==> config.mk <==
export PLATFORM = sky130hd
export DESIGN_NAME = nsl_status_leds
export DESIGN_NICKNAME = d
export VERILOG_FILES = /design/src/common/nsl_pkg.sv /design/src/core/nsl_port_led.sv /design/src/core/nsl_status_leds.sv
export SDC_FILE = /design/constraint.sdc
export NUM_CORES = 1
export LEC_CHECK = 0
export BUFFER_PORTS_ARGS = -buffer_cell sky130_fd_sc_hd__buf_2
export CORE_UTILIZATION = 60
export DETAILED_ROUTE_END_ITERATION = 6
export GPL_ROUTABILITY_DRIVEN = 0
export PLACE_DENSITY = 0.78
export SYNTH_ARGS = -nofsm -noshare
export SYNTH_HDL_FRONTEND = slang
export SYNTH_SLANG_ARGS = --single-unit
==> constraint.sdc <==
create_clock -name clk_in -period 6.4 [get_ports clk_in]
set_clock_uncertainty 0.2 [all_clocks]
set_input_delay 0.64 -clock clk_in [delete_from_list [all_inputs] [get_ports clk_in]]
set_output_delay 0.64 -clock clk_in [all_outputs]
set_load 0.01 [all_outputs]
==> src/common/nsl_pkg.sv <==
// constants for the network status indicator driver
package nsl_pkg;
    // ==================================================
    // timebase
    localparam int unsigned CLK_HZ = 10_000_000;
    localparam int unsigned MS_PER_SEC = 1000;
    localparam int unsigned TICK_CYCLES = CLK_HZ / MS_PER_SEC;
    localparam int unsigned TICK_W = 14;
    // ==================================================
    // pattern times in milliseconds
    localparam int unsigned STOP_HALF_MS = 200;
    localparam int unsigned IDENT_HALF_MS = 500;
    localparam int unsigned IDENT_TOTAL_MS = 3000;
    localparam int unsigned ACT_DARK_MS = 50;
    localparam int unsigned MS_W = 12;
    localparam int unsigned NUM_PORTS = 2;
    // ==================================================
    // run indicator modes
    typedef enum logic [1:0] {
        NSL_RUN_DARK,
        NSL_RUN_LIT,
        NSL_RUN_BLINK,
        NSL_RUN_IDENT
    } nsl_run_mode_t;
endpackage

==> src/core/nsl_port_led.sv <==
// link/activity indicator for one network port
`timescale 1ns/1ps
module nsl_port_led #(
    parameter int unsigned DARK_MS = nsl_pkg::ACT_DARK_MS
) (
    input wire logic clk_in,
    input wire logic resetn_in,
    input wire logic ce_in,
    input wire logic ms_tick_in,
    input wire logic ctrl_running_in,
    input wire logic link_up_in,
    input wire logic frame_seen_in,
    output logic led_out
);
    initial begin
        if (DARK_MS == 0 || DARK_MS >= (1 << nsl_pkg::MS_W)) $error("nsl_port_led: DARK_MS out of range");
    end

    logic [nsl_pkg::MS_W-1:0] dark_cnt;
    logic [nsl_pkg::MS_W-1:0] next_dark_cnt;
    logic next_led;
    logic active;

    assign active = link_up_in && ctrl_running_in;

    // ==================================================
    // flicker: each frame restarts a short dark gap
    always_comb begin
        next_dark_cnt = dark_cnt;
        if (!active) begin
            next_dark_cnt = '0;
        end else if (frame_seen_in) begin
            next_dark_cnt = nsl_pkg::MS_W'(DARK_MS);
        end else if (ms_tick_in && dark_cnt != '0) begin
            next_dark_cnt = dark_cnt - 1'b1;
        end
        next_led = active && (next_dark_cnt == '0);
    end

    // counter and lamp registers; ce_in low freezes both
    always_ff @(posedge clk_in or negedge resetn_in) begin
        if (!resetn_in) begin
            dark_cnt <= '0;
            led_out <= 1'b0;
        end else if (ce_in) begin
            dark_cnt <= next_dark_cnt;
            led_out <= next_led;
        end
    end

    a_port_dark_idle: assert property (@(posedge clk_in) disable iff (!resetn_in)
        ce_in && !active |=> !led_out) else $error("port led lit without link");
    a_port_frame_dark: assert property (@(posedge clk_in) disable iff (!resetn_in)
        ce_in && active && frame_seen_in |=> !led_out) else $error("frame did not darken port led");
endmodule

==> src/core/nsl_status_leds.sv <==
// network status indicator driver: run, bus fault, per-port link/activity
`timescale 1ns/1ps
module nsl_status_leds #(
    parameter int unsigned TICK_CYCLES = nsl_pkg::TICK_CYCLES,
    parameter int unsigned STOP_HALF_MS = nsl_pkg::STOP_HALF_MS,
    parameter int unsigned IDENT_HALF_MS = nsl_pkg::IDENT_HALF_MS,
    parameter int unsigned IDENT_TOTAL_MS = nsl_pkg::IDENT_TOTAL_MS,
    parameter int unsigned ACT_DARK_MS = nsl_pkg::ACT_DARK_MS
) (
    input wire logic clk_in,
    input wire logic resetn_in,
    input wire logic ce_in,
    input wire logic connected_in,
    input wire logic ctrl_run_in,
    input wire logic comm_error_in,
    input wire logic discovery_identify_request_in,
    input wire logic ctrl_running_in,
    input wire logic network_port_one_link_in,
    input wire logic network_port_one_frame_in,
    input wire logic network_port_two_link_in,
    input wire logic network_port_two_frame_in,
    output logic run_led_out,
    output logic bus_fault_indicator_out,
    output logic network_port_one_led_out,
    output logic network_port_two_led_out,
    output logic identify_active_out
);
    initial begin
        if (TICK_CYCLES < 2 || TICK_CYCLES >= (1 << nsl_pkg::TICK_W)) $error("nsl_status_leds: bad TICK_CYCLES");
        if (STOP_HALF_MS == 0 || IDENT_HALF_MS == 0) $error("nsl_status_leds: zero half period");
        if (IDENT_TOTAL_MS >= (1 << nsl_pkg::MS_W) || IDENT_TOTAL_MS < IDENT_HALF_MS)
            $error("nsl_status_leds: bad IDENT_TOTAL_MS");
        // half periods share the millisecond counter width with the identify timer
        if (STOP_HALF_MS >= (1 << nsl_pkg::MS_W) || IDENT_HALF_MS >= (1 << nsl_pkg::MS_W))
            $error("nsl_status_leds: half period too long");
    end

    // ==================================================
    // millisecond timebase
    logic [nsl_pkg::TICK_W-1:0] tick_cnt;
    logic [nsl_pkg::TICK_W-1:0] next_tick_cnt;
    logic ms_tick;

    // one-cycle strobe every TICK_CYCLES clocks; free running, so a new pattern
    // may see its first millisecond cut short by up to one tick period
    always_comb begin
        ms_tick = (tick_cnt == nsl_pkg::TICK_W'(TICK_CYCLES - 1));
        next_tick_cnt = ms_tick ? '0 : tick_cnt + 1'b1;
    end

    // ce_in low stops the timebase too, so patterns stretch rather than skip
    always_ff @(posedge clk_in or negedge resetn_in) begin
        if (!resetn_in) begin
            tick_cnt <= '0;
        end else if (ce_in) begin
            tick_cnt <= next_tick_cnt;
        end
    end

    // ==================================================
    // run indicator pattern state
    nsl_pkg::nsl_run_mode_t mode;
    nsl_pkg::nsl_run_mode_t next_mode;
    logic [nsl_pkg::MS_W-1:0] phase_ms;
    logic [nsl_pkg::MS_W-1:0] next_phase_ms;
    logic [nsl_pkg::MS_W-1:0] ident_ms;
    logic [nsl_pkg::MS_W-1:0] next_ident_ms;
    logic phase_lit;
    logic next_phase_lit;
    logic next_run_led;
    logic next_bus_fault;
    logic id_req_d;
    logic id_start;
    logic [nsl_pkg::MS_W-1:0] half_ms;

    // request is edge-detected so a held level does not flash forever
    assign id_start = discovery_identify_request_in && !id_req_d;

    // identify timer, pattern choice, phase counter and lamp levels
    always_comb begin
        next_ident_ms = ident_ms;
        if (id_start) begin
            next_ident_ms = nsl_pkg::MS_W'(IDENT_TOTAL_MS);
        end else if (ms_tick && ident_ms != '0) begin
            next_ident_ms = ident_ms - 1'b1;
        end
        // identify wins over connection state while its timer runs
        if (next_ident_ms != '0) begin
            next_mode = nsl_pkg::NSL_RUN_IDENT;
        end else if (!connected_in) begin
            next_mode = nsl_pkg::NSL_RUN_DARK;
        end else if (ctrl_run_in) begin
            next_mode = nsl_pkg::NSL_RUN_LIT;
        end else begin
            next_mode = nsl_pkg::NSL_RUN_BLINK;
        end
        half_ms = (next_mode == nsl_pkg::NSL_RUN_IDENT) ? nsl_pkg::MS_W'(IDENT_HALF_MS)
                                                        : nsl_pkg::MS_W'(STOP_HALF_MS);
        next_phase_ms = phase_ms;
        next_phase_lit = phase_lit;
        // a fresh pattern always starts with its lit phase
        if (next_mode != mode || id_start) begin
            next_phase_ms = '0;
            next_phase_lit = 1'b1;
        end else if (ms_tick) begin
            if (phase_ms == half_ms - 1'b1) begin
                next_phase_ms = '0;
                next_phase_lit = !phase_lit;
            end else begin
                next_phase_ms = phase_ms + 1'b1;
            end
        end
        case (next_mode)
            nsl_pkg::NSL_RUN_DARK: next_run_led = 1'b0;
            nsl_pkg::NSL_RUN_LIT: next_run_led = 1'b1;
            nsl_pkg::NSL_RUN_BLINK: next_run_led = next_phase_lit;
            nsl_pkg::NSL_RUN_IDENT: next_run_led = next_phase_lit;
            default: next_run_led = 1'b0;
        endcase
        next_bus_fault = comm_error_in;
    end

    // lamps start dark; phase_lit resets lit so the first pattern opens lit
    always_ff @(posedge clk_in or negedge resetn_in) begin
        if (!resetn_in) begin
            mode <= nsl_pkg::NSL_RUN_DARK;
            phase_ms <= '0;
            phase_lit <= 1'b1;
            ident_ms <= '0;
            id_req_d <= 1'b0;
            run_led_out <= 1'b0;
            bus_fault_indicator_out <= 1'b0;
        end else if (ce_in) begin
            mode <= next_mode;
            phase_ms <= next_phase_ms;
            phase_lit <= next_phase_lit;
            ident_ms <= next_ident_ms;
            id_req_d <= discovery_identify_request_in;
            run_led_out <= next_run_led;
            bus_fault_indicator_out <= next_bus_fault;
        end
    end

    // taken from the registered mode, which loads on the same clock as run_led_out, so it rises with the first lit cycle
    assign identify_active_out = (mode == nsl_pkg::NSL_RUN_IDENT);

    // ==================================================
    // run and bus fault indicator checks
    a_run_dark_off: assert property (@(posedge clk_in) disable iff (!resetn_in)
        ce_in && !connected_in && ident_ms == '0 && !id_start |=> !run_led_out)
        else $error("run led lit without connection");
    a_run_lit_on: assert property (@(posedge clk_in) disable iff (!resetn_in)
        ce_in && connected_in && ctrl_run_in && ident_ms == '0 && !id_start |=> run_led_out)
        else $error("run led not lit in run mode");
    a_blink_half: assert property (@(posedge clk_in) disable iff (!resetn_in)
        mode == nsl_pkg::NSL_RUN_BLINK && phase_ms < nsl_pkg::MS_W'(STOP_HALF_MS) - 1'b1 ##0 ce_in
        |=> $stable(phase_lit) || mode != nsl_pkg::NSL_RUN_BLINK)
        else $error("stop blink phase changed early");
    a_blink_start: assert property (@(posedge clk_in) disable iff (!resetn_in)
        ce_in && mode != nsl_pkg::NSL_RUN_BLINK && connected_in && !ctrl_run_in && ident_ms == '0 && !id_start
        |=> run_led_out)
        else $error("stop blink did not open lit");
    a_ident_start: assert property (@(posedge clk_in) disable iff (!resetn_in)
        ce_in && id_start |=> identify_active_out && run_led_out && ident_ms == nsl_pkg::MS_W'(IDENT_TOTAL_MS))
        else $error("identify flash did not start");
    a_ident_toggle: assert property (@(posedge clk_in) disable iff (!resetn_in)
        ce_in && ms_tick && !id_start && mode == nsl_pkg::NSL_RUN_IDENT && next_mode == nsl_pkg::NSL_RUN_IDENT
        && phase_ms == nsl_pkg::MS_W'(IDENT_HALF_MS) - 1'b1 |=> run_led_out != $past(run_led_out))
        else $error("identify flash missed its toggle");
    a_ident_hold: assert property (@(posedge clk_in) disable iff (!resetn_in)
        ce_in && ident_ms > nsl_pkg::MS_W'(1) |=> identify_active_out)
        else $error("identify flash ended early");
    a_ident_end: assert property (@(posedge clk_in) disable iff (!resetn_in)
        ce_in && ms_tick && ident_ms == nsl_pkg::MS_W'(1) && !id_start |=> !identify_active_out)
        else $error("identify flash overran");
    a_fault_follow: assert property (@(posedge clk_in) disable iff (!resetn_in)
        ce_in |=> bus_fault_indicator_out == $past(comm_error_in))
        else $error("bus fault led not following error");

    // ==================================================
    // per-port link/activity indicators
    logic [nsl_pkg::NUM_PORTS-1:0] port_link;
    logic [nsl_pkg::NUM_PORTS-1:0] port_frame;
    logic [nsl_pkg::NUM_PORTS-1:0] port_led;

    assign port_link = {network_port_two_link_in, network_port_one_link_in};
    assign port_frame = {network_port_two_frame_in, network_port_one_frame_in};
    assign network_port_one_led_out = port_led[0];
    assign network_port_two_led_out = port_led[1];

    // one independent instance per port
    for (genvar p = 0; p < nsl_pkg::NUM_PORTS; p++) begin : g_port
        nsl_port_led #(
            .DARK_MS(ACT_DARK_MS)
        ) u_port (
            .clk_in(clk_in),
            .resetn_in(resetn_in),
            .ce_in(ce_in),
            .ms_tick_in(ms_tick),
            .ctrl_running_in(ctrl_running_in),
            .link_up_in(port_link[p]),
            .frame_seen_in(port_frame[p]),
            .led_out(port_led[p])
        );
    end

    // ==================================================
    // port indicator checks at the block boundary
    a_port_apart: assert property (@(posedge clk_in) disable iff (!resetn_in)
        ce_in && network_port_two_led_out && network_port_two_link_in && ctrl_running_in
        && !network_port_two_frame_in |=> network_port_two_led_out)
        else $error("port two led darkened without its own frame");
    a_port_two_dark: assert property (@(posedge clk_in) disable iff (!resetn_in)
        ce_in && !(network_port_two_link_in && ctrl_running_in) |=> !network_port_two_led_out)
        else $error("port two led lit without link");
endmodule

==> flow_summary.yaml, run 1 <==
timing:
  fin_tns_setup_ps: 0
  slew_headroom_pct: 41.8
  whs_ps: 290
  fin_ws_ps: 2570
  fmax_mhz: 261
  drv_slew: 0
  worst_slew_pin_slew_ps: 873
  setup_viol: 0
  period_share_pct: 59.9
  period_needed_ps: 3830
  hold_violations: 0
  rsz0062_at_grt: "no"
power:
  p_seq_share_pct: 49.6
  comb_power_share_pct: 12.2
  intPower_uw: 745
  p_sw_share_pct: 28.0
  p_sw_uw: 289
  clkPwrFrac_pct: 38.2
  total_power_mw: 1.03
  power.leakage_nw: 1.96
  ir_drop_mv: 0.148
  power_density_nw_per_um2: 216
yosys:
  seq_area_frac_synth_pct: 39.5
  ys_top_cells_by_area: "dfrtp_1 (39%), nor2_1 (4.7%), nand2_1 (4.5%), o21ai_0 (4.3%), xnor2_1 (3.9%)"
  yosysWarningCount: 0
  synth_nets: 528
  ys_ff_latch: 70
  postSynthAreaPerCell_sq_um: 8.75
  synth_edf_count: 0
  ys_dominant_reg_cell: "dfrtp_1"
  synthCells: 508
  synth_top_area_share_pct: 38.9
  async_flop_share_pct: 100
  synthDistinctLibCells: 69
  synth_area_leader_cell: "dfrtp_1"
  syn_area_sq_um: 4440
clock_network:
  clockBufferDepth: 2
  cts-root-buf: "clkbuf_8"
  clk_latency_ps: 350
  htree_num_levels: 3
  cts_resized: 0
  cts.clk_slew.worst_paths_ps: 80
  cts_made_buffers: 9
  clock_sinks: 70
  cts_tree: "built"
  hold_buffers: 0
  postCtsSetupBuffers: 0
global_routing:
  grt_usage_pct: 27.2
  grt_pass1_vias: 3638
  grt_pass1_wl_microns: 16500
  grt_max_degree: 71
  gr-total-overflow: 0
  antenna_found_initial: 0
setup_path:
  path_class: "reg2reg"
  cp.arrival_ps: 3880
  start_kind: "register"
  cp_cell_sequence: "inv_1 > ha_1 > or3b_2 > or4_1 > or4_1 > a21oi_2 > o21bai_4 > o21ai_2 > a211oi_2 > o21a_1 > o21ba_4"
  cp-end-kind: "register"
  timing.rr.end: "phase_ms[10]"
  rr_startpoint: "ident_ms[0]"
  cp.required_ps: 6440
  cpPeakStageDelay_ps: 520
  ff2ff_setup_slack_ps: 2570
  cpMostUsedCell: "or4_1"
  crit_fanout: 10
  slowest_stage: "or3b_2"
  ff2ff_path_depth: 11
placed_design:
  port_buffers: 16
  dpl_worst_slack_ps: 2600
  dp_hpwl_microns: 6510
routing:
  drtAntennaViolNets: 0
  routedWlPerCell_microns: 15.6
  drc: 0
  via_count: 3931
  drt-pass1-iter-count: 7
  via_per_inst: 6.34
  drtIter0Drc: 241
  drt_wl_total_microns: 9670
run:
  cap_violations: 0
layout:
  mostFrequentLayoutCell: "dfrtp_1"
  antenna_cells: 0
  nFillCells: 621
  finalNetCount: 536
  syn_to_final_growth_pct: 7.66
  drive_above_1_share_pct: 11.9
  final_cell_mix: "dfrtp_1 (69), nor2_1 (56), nand2_1 (53)"
  utilization_pct: 66.3
floorplanning:
  dieArea_sq_um: 7750
  ios: 17
  die_y_microns: 88.1
  die_x_microns: 88.1
  initial_core_util_pct: 61.6
  coreArea_sq_um: 7210
  rows: 31
min_path:
  hold_class: "in2async"
outcome:
  outcome: "complete, no violations"
-- cells by family after synthesis --
logic type,Yosys count,synth area share [%]
and+or+nand+nor,228,27.2
AOI/OAI and AO/OA,127,19.7
DFF,70,39.5
buffers and inverters,38,3.69
adders and majority gates,8,2.25
xor gates and xnor gates,29,5.72
muxes,8,1.97
-- worst max-delay path: cells and delay by family (launching register included) --
family / cells / cell delay (ps)
simple gates: 3 / 1380
fa+ha+maj: 1 / 240
compound gates: 6 / 1340
buf+inv: 1 / 110
flops: 1 / 450
-- state kept, by name, summed over array words and instances, names as in the netlist --
| signal | cells |
|---|---|
| bus_fault_indicator_out | 1 |
| mode | 2 |
| id_req_d | 1 |
| ident_ms | 12 |
| phase_lit | 1 |
| g_port.u_port.led_out | 2 |
| g_port.u_port.dark_cnt | 24 |
| tick_cnt | 14 |
| phase_ms | 12 |
| run_led_out | 1 |
-- final cells by class --
cell class	instances	area, sq um	area share (%)
Multi-Input combinational cell	400	2530	52.8
Sequential cell	70	1750	36.6
Clock buffer	10	128	2.67
Tap cell	99	124	2.59
Timing Repair Buffer	20	110	2.30
Clock inverter	6	86.3	1.80
Inverter	15	56.3	1.18
-- Yosys cell counts, types with 9 or more instances --
master	n
a21oi_1	19
a31oi_1	12
dfrtp_1	69
nand3_1	20
nor3_1	22
nand4_1	11
nor4_1	10
nand2_1	53
nor2_1	56
xor2_1	9
clkbuf_1	13
xnor2_1	20
inv_1	15
o21ai_0	38
-- stage by stage --
step                cells  instance area (sq um)
finish                620                   4780
global route          620                   4780
CTS                   620                   4780
detailed placement    604                   4570
global placement      604                   4570
floorplan             508                   4440
-- worst max path at each step --
stage	start	to	slack [ps]	cells past startpoint
finish	ident_ms[0]	phase_ms[10]	2570	11
global route	ident_ms[0]	phase_ms[10]	2310	11
CTS	ident_ms[0]	phase_ms[10]	2560	11
detailed placement	ident_ms[0]	phase_ms[10]	2600	11
global placement	ident_ms[0]	phase_ms[10]	2680	11
floorplan	ident_ms[0]	phase_ms[10]	2970	12
-- power by group through the flow --
stage	combinational [mW]	sequential [mW]	clock (mW)
after floorplan	0.101	0.506	0
after global placement	0.121	0.519	0
after detailed placement	0.126	0.520	0
after CTS	0.127	0.512	0.405
after global routing	0.143	0.518	0.422
final	0.126	0.513	0.395
-- layer usage --
metal  part of all wire (%)  GRT usage (%)  vias to the layer above
li1                       -              -                     1875
met4                    2.9           13.9                        0
met1                     45           35.7                     1880
met3                    5.5           4.34                       35
met2                     47           43.6                      141
met5                      0              0                        -
(Power assumes the default switching activity.)
==> inputs of run 2 (changes only) <==
- clock period: 6.4 -> 3.85 ns (I/O delays scaled with it)
==> run 2 against run 1 <==
Net effect: cell count increased by 1.3%; global-route usage increased by 1.6 points; sequential cell count unchanged; via count decreased by 1.1%; clock power increased by 74%; utilization increased by 1.7 points; critical path depth increased by 1; critical path type unchanged; highest routed layer unchanged.
==> flow_summary.yaml, run 2 (synthesis results as in run 1) <==
power:
  power_density_nw_per_um2: 358
  ir_drop_mv: 0.197
  power.leakage_nw: 2.03
layout:
  utilization_pct: 68.0
  nFillCells: 578
  finalNetCount: 544
  antenna_cells: 0
  drive_above_1_share_pct: 14.4
  reg.largest.list: "g_port.u_port.dark_cnt x24, tick_cnt x14"
  mostFrequentLayoutCell: "dfrtp_1"
  seqCellArea_sq_um: 1750
  largest_register_ffs: 24
  top_register: "g_port.u_port.dark_cnt"
  syn_to_final_growth_pct: 10.4
  final_cell_mix: "dfrtp_1 (68), nor2_1 (56), nand2_1 (53)"
  multiInputGateArea_sq_um: 2560
floorplanning:
  dieArea_sq_um: 7750
  coreArea_sq_um: 7210
  die_y_microns: 88.1
  die_x_microns: 88.1
  ios: 17
  rows: 31
  initial_core_util_pct: 61.6
setup_path:
  cp.arrival_ps: 3800
  cp.required_ps: 3890
  start_kind: "register"
  ff2ff_path_depth: 12
  ff2ff_setup_slack_ps: 100
  path_class: "reg2reg"
  crit_fanout: 7
  cp-end-kind: "register"
  timing.rr.end: "phase_ms[4]"
  rr_startpoint: "ident_ms[0]"
timing:
  setup_viol: 0
  fmax_mhz: 266
  worst_slew_pin_slew_ps: 854
  drv_slew: 0
  slew_headroom_pct: 43.0
  period_share_pct: 97.5
  fin_ws_ps: 95.6
  hold_violations: 0
  period_needed_ps: 3750
global_routing:
  grt_max_degree: 42
  antenna_found_initial: 0
  grt_pass1_wl_microns: 17100
  grt_pass1_vias: 3659
  gr-total-overflow: 0
  grt_usage_pct: 28.8
routing:
  drtIter0Drc: 320
  drtAntennaViolNets: 0
  drt_wl_total_microns: 10300
  via_count: 3888
  via_per_inst: 6.19
  drc: 0
  routedWlPerCell_microns: 16.4
  drt-pass1-iter-count: 4
min_path:
  holdPathEnd: "bus_fault_indicator_out"
  holdPathStages: 2
  min_from: "comm_error_in"
  hold_class: "in2reg"
clock_network:
  cts_tree: "built"
  htree_num_levels: 3
  cts.clk_slew.worst_paths_ps: 80
  clock_sinks: 70
  cts_made_buffers: 9
  clockBufferDepth: 2
  cts-root-buf: "clkbuf_8"
  clk_latency_ps: 350
placed_design:
  port_buffers: 16
  dp_hpwl_microns: 7110
  dpl_worst_slack_ps: 150
outcome:
  outcome: "complete, no violations"
run:
  cap_violations: 0
run 2: per-layer routing:
layer	track usage [%]	wire length (microns)	part of all wire, %
met1	36.7	4690	46
met5	0	0	0
met4	10.9	212	2.1
met2	47.9	4980	48
met3	6.60	411	4.0
run 2: area by class of cell:
| cell class | instances | share of cell area (%) |
|---|---|---|
| inverter | 15 | 1.15 |
| timing repair buffer | 28 | 3.52 |
| sequential | 70 | 35.8 |
| clock inverter | 5 | 1.66 |
| clock buffer | 11 | 3.09 |
| tap | 99 | 2.53 |
| multi-input combinational | 400 | 52.3 |
run 2: critical path: stages (launching register included):
cell      delay (ps)
dfrtp_2          450
inv_1            100
ha_2             220
or3b_2           510
or4_1            470
or4_1            450
a21oi_2          190
o21bai_4         180
o21ai_2          110
a211oi_2         300
o21a_1           230
buf_4            170
nor2_1            60
run 2: timing repair:
action                                  in CTS  in global routing
hold buffers                                 1                  0
endpoints found under the hold margin       29                  0
resized for setup                            0                  8
setup buffers                                0                  1
endpoints found under the setup margin       0                  9
run 2: worst max path at each step:
stage	startpoint	endpoint	slack, ps	cells after the start
6_report	ident_ms[0]	phase_ms[4]	100	12
5_1_grt	ident_ms[0]	phase_ms[4]	-20	12
4_1_cts	ident_ms[0]	phase_ms[10]	120	11
3_5_place_dp	ident_ms[0]	phase_ms[6]	150	12
3_3_place_gp	ident_ms[0]	phase_ms[6]	270	12
2_1_floorplan	ident_ms[0]	phase_ms[10]	420	12
run 2: where the power goes:
group	internal [mW]	switching (mW)
registers	0.786	0.0685
logic	0.0910	0.125
clock network	0.400	0.286
total	1.28	0.479
run 2: metrics by stage:
stage	cells	total power [mW]	TNS, ps	hold WS (ps)	cell area, sq um
floorplan	508	1.01	0	-111	4440
global placement	610	1.07	0	248	4610
detailed placement	610	1.08	0	259	4610
CTS	627	1.77	0	49.8	4860
global route	628	1.84	-91.8	44.6	4900
finish	628	1.76	0	61.5	4900
==> inputs of run 3 (changes only) <==
- SYNTH_HIERARCHICAL: not set -> 1
==> run 3 against run 2 <==
Net effect: total power fell by 4.3%; global-route usage fell by 1.5 points; utilization fell by 1.3 points; die area rose by 6.9%; worst setup slack improved by 42 ps; worst hold slack improved by 23 ps; non-clock buffer count fell by 4; count of clock-buffer cells in the layout rose by 3; largest cell class unchanged.
==> flow_summary.yaml, run 3 <==
yosys:
  ys_top_cells_by_area: "dfrtp_1 (36%), o21ai_0 (4.7%), nor2_1 (4.5%), nand2_1 (3.6%), a22o_1 (2.9%)"
  ys_dominant_reg_cell: "dfrtp_1"
  synthCells: 532
  postSynthAreaPerCell_sq_um: 8.94
  synth_nets: 552
  synth_edf_count: 0
  seq_area_frac_synth_pct: 36.9
  synthDistinctLibCells: 73
  synth_area_leader_cell: "dfrtp_1"
  ys_ff_latch: 70
  yosysWarningCount: 6
  syn_area_sq_um: 4760
  synth_top_area_share_pct: 36.3
  synth_common_cells: "dfrtp_1 (69), nor2_1 (57), nand2_1 (45), o21ai_0 (45), inv_1 (25)"
  synth_most_common_cell: "dfrtp_1"
  async_flop_share_pct: 100
layout:
  multiInputGateArea_sq_um: 2820
  seqCellArea_sq_um: 1750
  utilization_pct: 66.7
  mostFrequentLayoutCell: "dfrtp_1"
  top_register: "g_port.u_port/dark_cnt"
  nFillCells: 635
  fin_area_sq_um: 5120
  drive_above_1_share_pct: 14.4
  reg.largest.list: "g_port.u_port/dark_cnt x24, tick_cnt x14"
  syn_to_final_growth_pct: 7.73
  final_cell_mix: "dfrtp_1 (69), nor2_1 (57), nand2_1 (45), o21ai_0 (45), inv_1 (25)"
  antenna_cells: 0
  final_cells: 659
  finalNetCount: 572
  largest_register_ffs: 24
clock_network:
  postCtsSetupBuffers: 0
  clockBufferDepth: 2
  htree_num_levels: 3
  cts-root-buf: "clkbuf_8"
  clock_sinks: 70
  cts_tree: "built"
  cts_made_buffers: 9
  clk_latency_ps: 330
  cts.clk_slew.worst_paths_ps: 80
run:
  cap_violations: 0
routing:
  via_per_inst: 6.34
  routedWlPerCell_microns: 16.1
  drt_wl_total_microns: 10600
  drc: 0
  via_count: 4180
  drtIter0Drc: 220
  drt-pass1-iter-count: 4
  drtAntennaViolNets: 0
placed_design:
  dp_hpwl_microns: 7440
  dpl_worst_slack_ps: 181
  port_buffers: 16
  dp_cells: 642
  detailed_place.area_sq_um: 4920
global_routing:
  antenna_found_initial: 0
  grt_pass1_wl_microns: 18400
  grt_usage_pct: 27.3
  grt_max_degree: 44
  gr-total-overflow: 0
  grt_pass1_vias: 4006
timing:
  fmax_mhz: 269
  setup_viol: 0
  period_needed_ps: 3710
  fin_tns_setup_ps: 0
  drv_slew: 0
  slew_headroom_pct: 48.8
  hold_violations: 0
  worst_slew_pin_slew_ps: 766
  fin_ws_ps: 137
  rsz0062_at_grt: "no"
  period_share_pct: 96.4
setup_path:
  cp.required_ps: 3860
  ff2ff_path_depth: 11
  path_class: "reg2reg"
  cp.arrival_ps: 3730
  crit_fanout: 8
  start_kind: "register"
  cp-end-kind: "register"
power:
  power.leakage_nw: 2.15
  ir_drop_mv: 0.194
  power_density_nw_per_um2: 328
floorplanning:
  die_x_microns: 91.0
  initial_core_util_pct: 61.9
  dieArea_sq_um: 8290
  die_y_microns: 91.0
  rows: 32
  coreArea_sq_um: 7690
  ios: 17
min_path:
  holdPathStages: 2
  hold_class: "in2reg"
outcome:
  outcome: "complete, no violations"
-- run 3: changes by cell type after synthesis, moves of 8 or more --
cell / previous run / this run
inv_1: 15 / 25
xnor2_1: 20 / 7
a31oi_1: 12 / 3
a22o_1: 6 / 16
nand2_1: 53 / 45
a21o_1: 2 / 11
-- run 3: routing by layer --
layer	vias to the layer above	global-route usage, %	part of all wire (%)
met1	2030	36.4	46
met4	0	8.20	1.5
met5	-	0	0
met3	15	5.19	5.4
li1	2012	-	-
met2	123	45.1	47
-- run 3: worst max-delay path, stage by stage (launching register included) --
cell	delay, ps
dfrtp_1	440
inv_1	110
ha_1	250
or4bb_1	560
or4_4	480
o21a_1	220
a211oi_4	260
and3_4	270
o311ai_4	170
buf_4	260
a21o_1	150
a22o_1	230
-- run 3: final cells by class --
class	instances	area share [%]
sequential	70	34.2
inverter	25	1.83
clock inverter	2	0.684
clock buffer	14	2.98
tap	102	2.49
multi-input combinational	422	55.0
timing repair buffer	24	2.78
-- run 3: cells by family after synthesis --
logic type	count (synthesis)	synth area share [%]
muxes	16	3.74
buffers and inverters	40	4.21
adders and majority gates	8	2.10
DFF	70	36.9
and+or+nand+nor	241	29.3
AOI/OAI and AO/OA	142	21.0
xor gates and xnor gates	15	2.76
-- run 3: power by group --
group / total (mW) / switching [mW] / leakage (nW) / internal [mW]
Combinational: 0.247 / 0.142 / 1.14 / 0.105
Sequential: 0.849 / 0.0632 / 0.912 / 0.785
Clock: 0.585 / 0.267 / 0.0947 / 0.318
Total: 1.68 / 0.473 / 2.15 / 1.21
-- run 3: path summary, 6_finish.rpt --
path | startpoint | end | slack [ps]
hold / removal | comm_error_in | bus_fault_indicator_out | 80
setup reg to reg | ident_ms[0] | phase_ms[3] | 140
setup / recovery | ident_ms[0] | phase_ms[3] | 140
hold reg to reg | phase_lit | phase_lit | 300
min in group asynchronous | resetn_in | g_port[0].u_port/dark_cnt[9] | 250
max in group asynchronous | resetn_in | phase_lit | 2440
-- run 3: repair_timing --
| item | CTS | global route |
|---|---|---|
| gates resized for setup | 0 | 2 |
| hold buffers | 1 | 0 |
| endpoints found under the hold margin | 10 | 0 |
| endpoints found under the setup margin | 0 | 9 |
-- run 3: through the flow --
| stage | hold slack [ps] | power (mW) |
|---|---|---|
| 2_1_floorplan | -111 | 1.03 |
| 3_3_place_gp | 77.4 | 1.09 |
| 3_5_place_dp | 83.1 | 1.11 |
| 4_1_cts | 62.9 | 1.69 |
| 5_1_grt | 55.7 | 1.77 |
| 6_report | 84.2 | 1.68 |
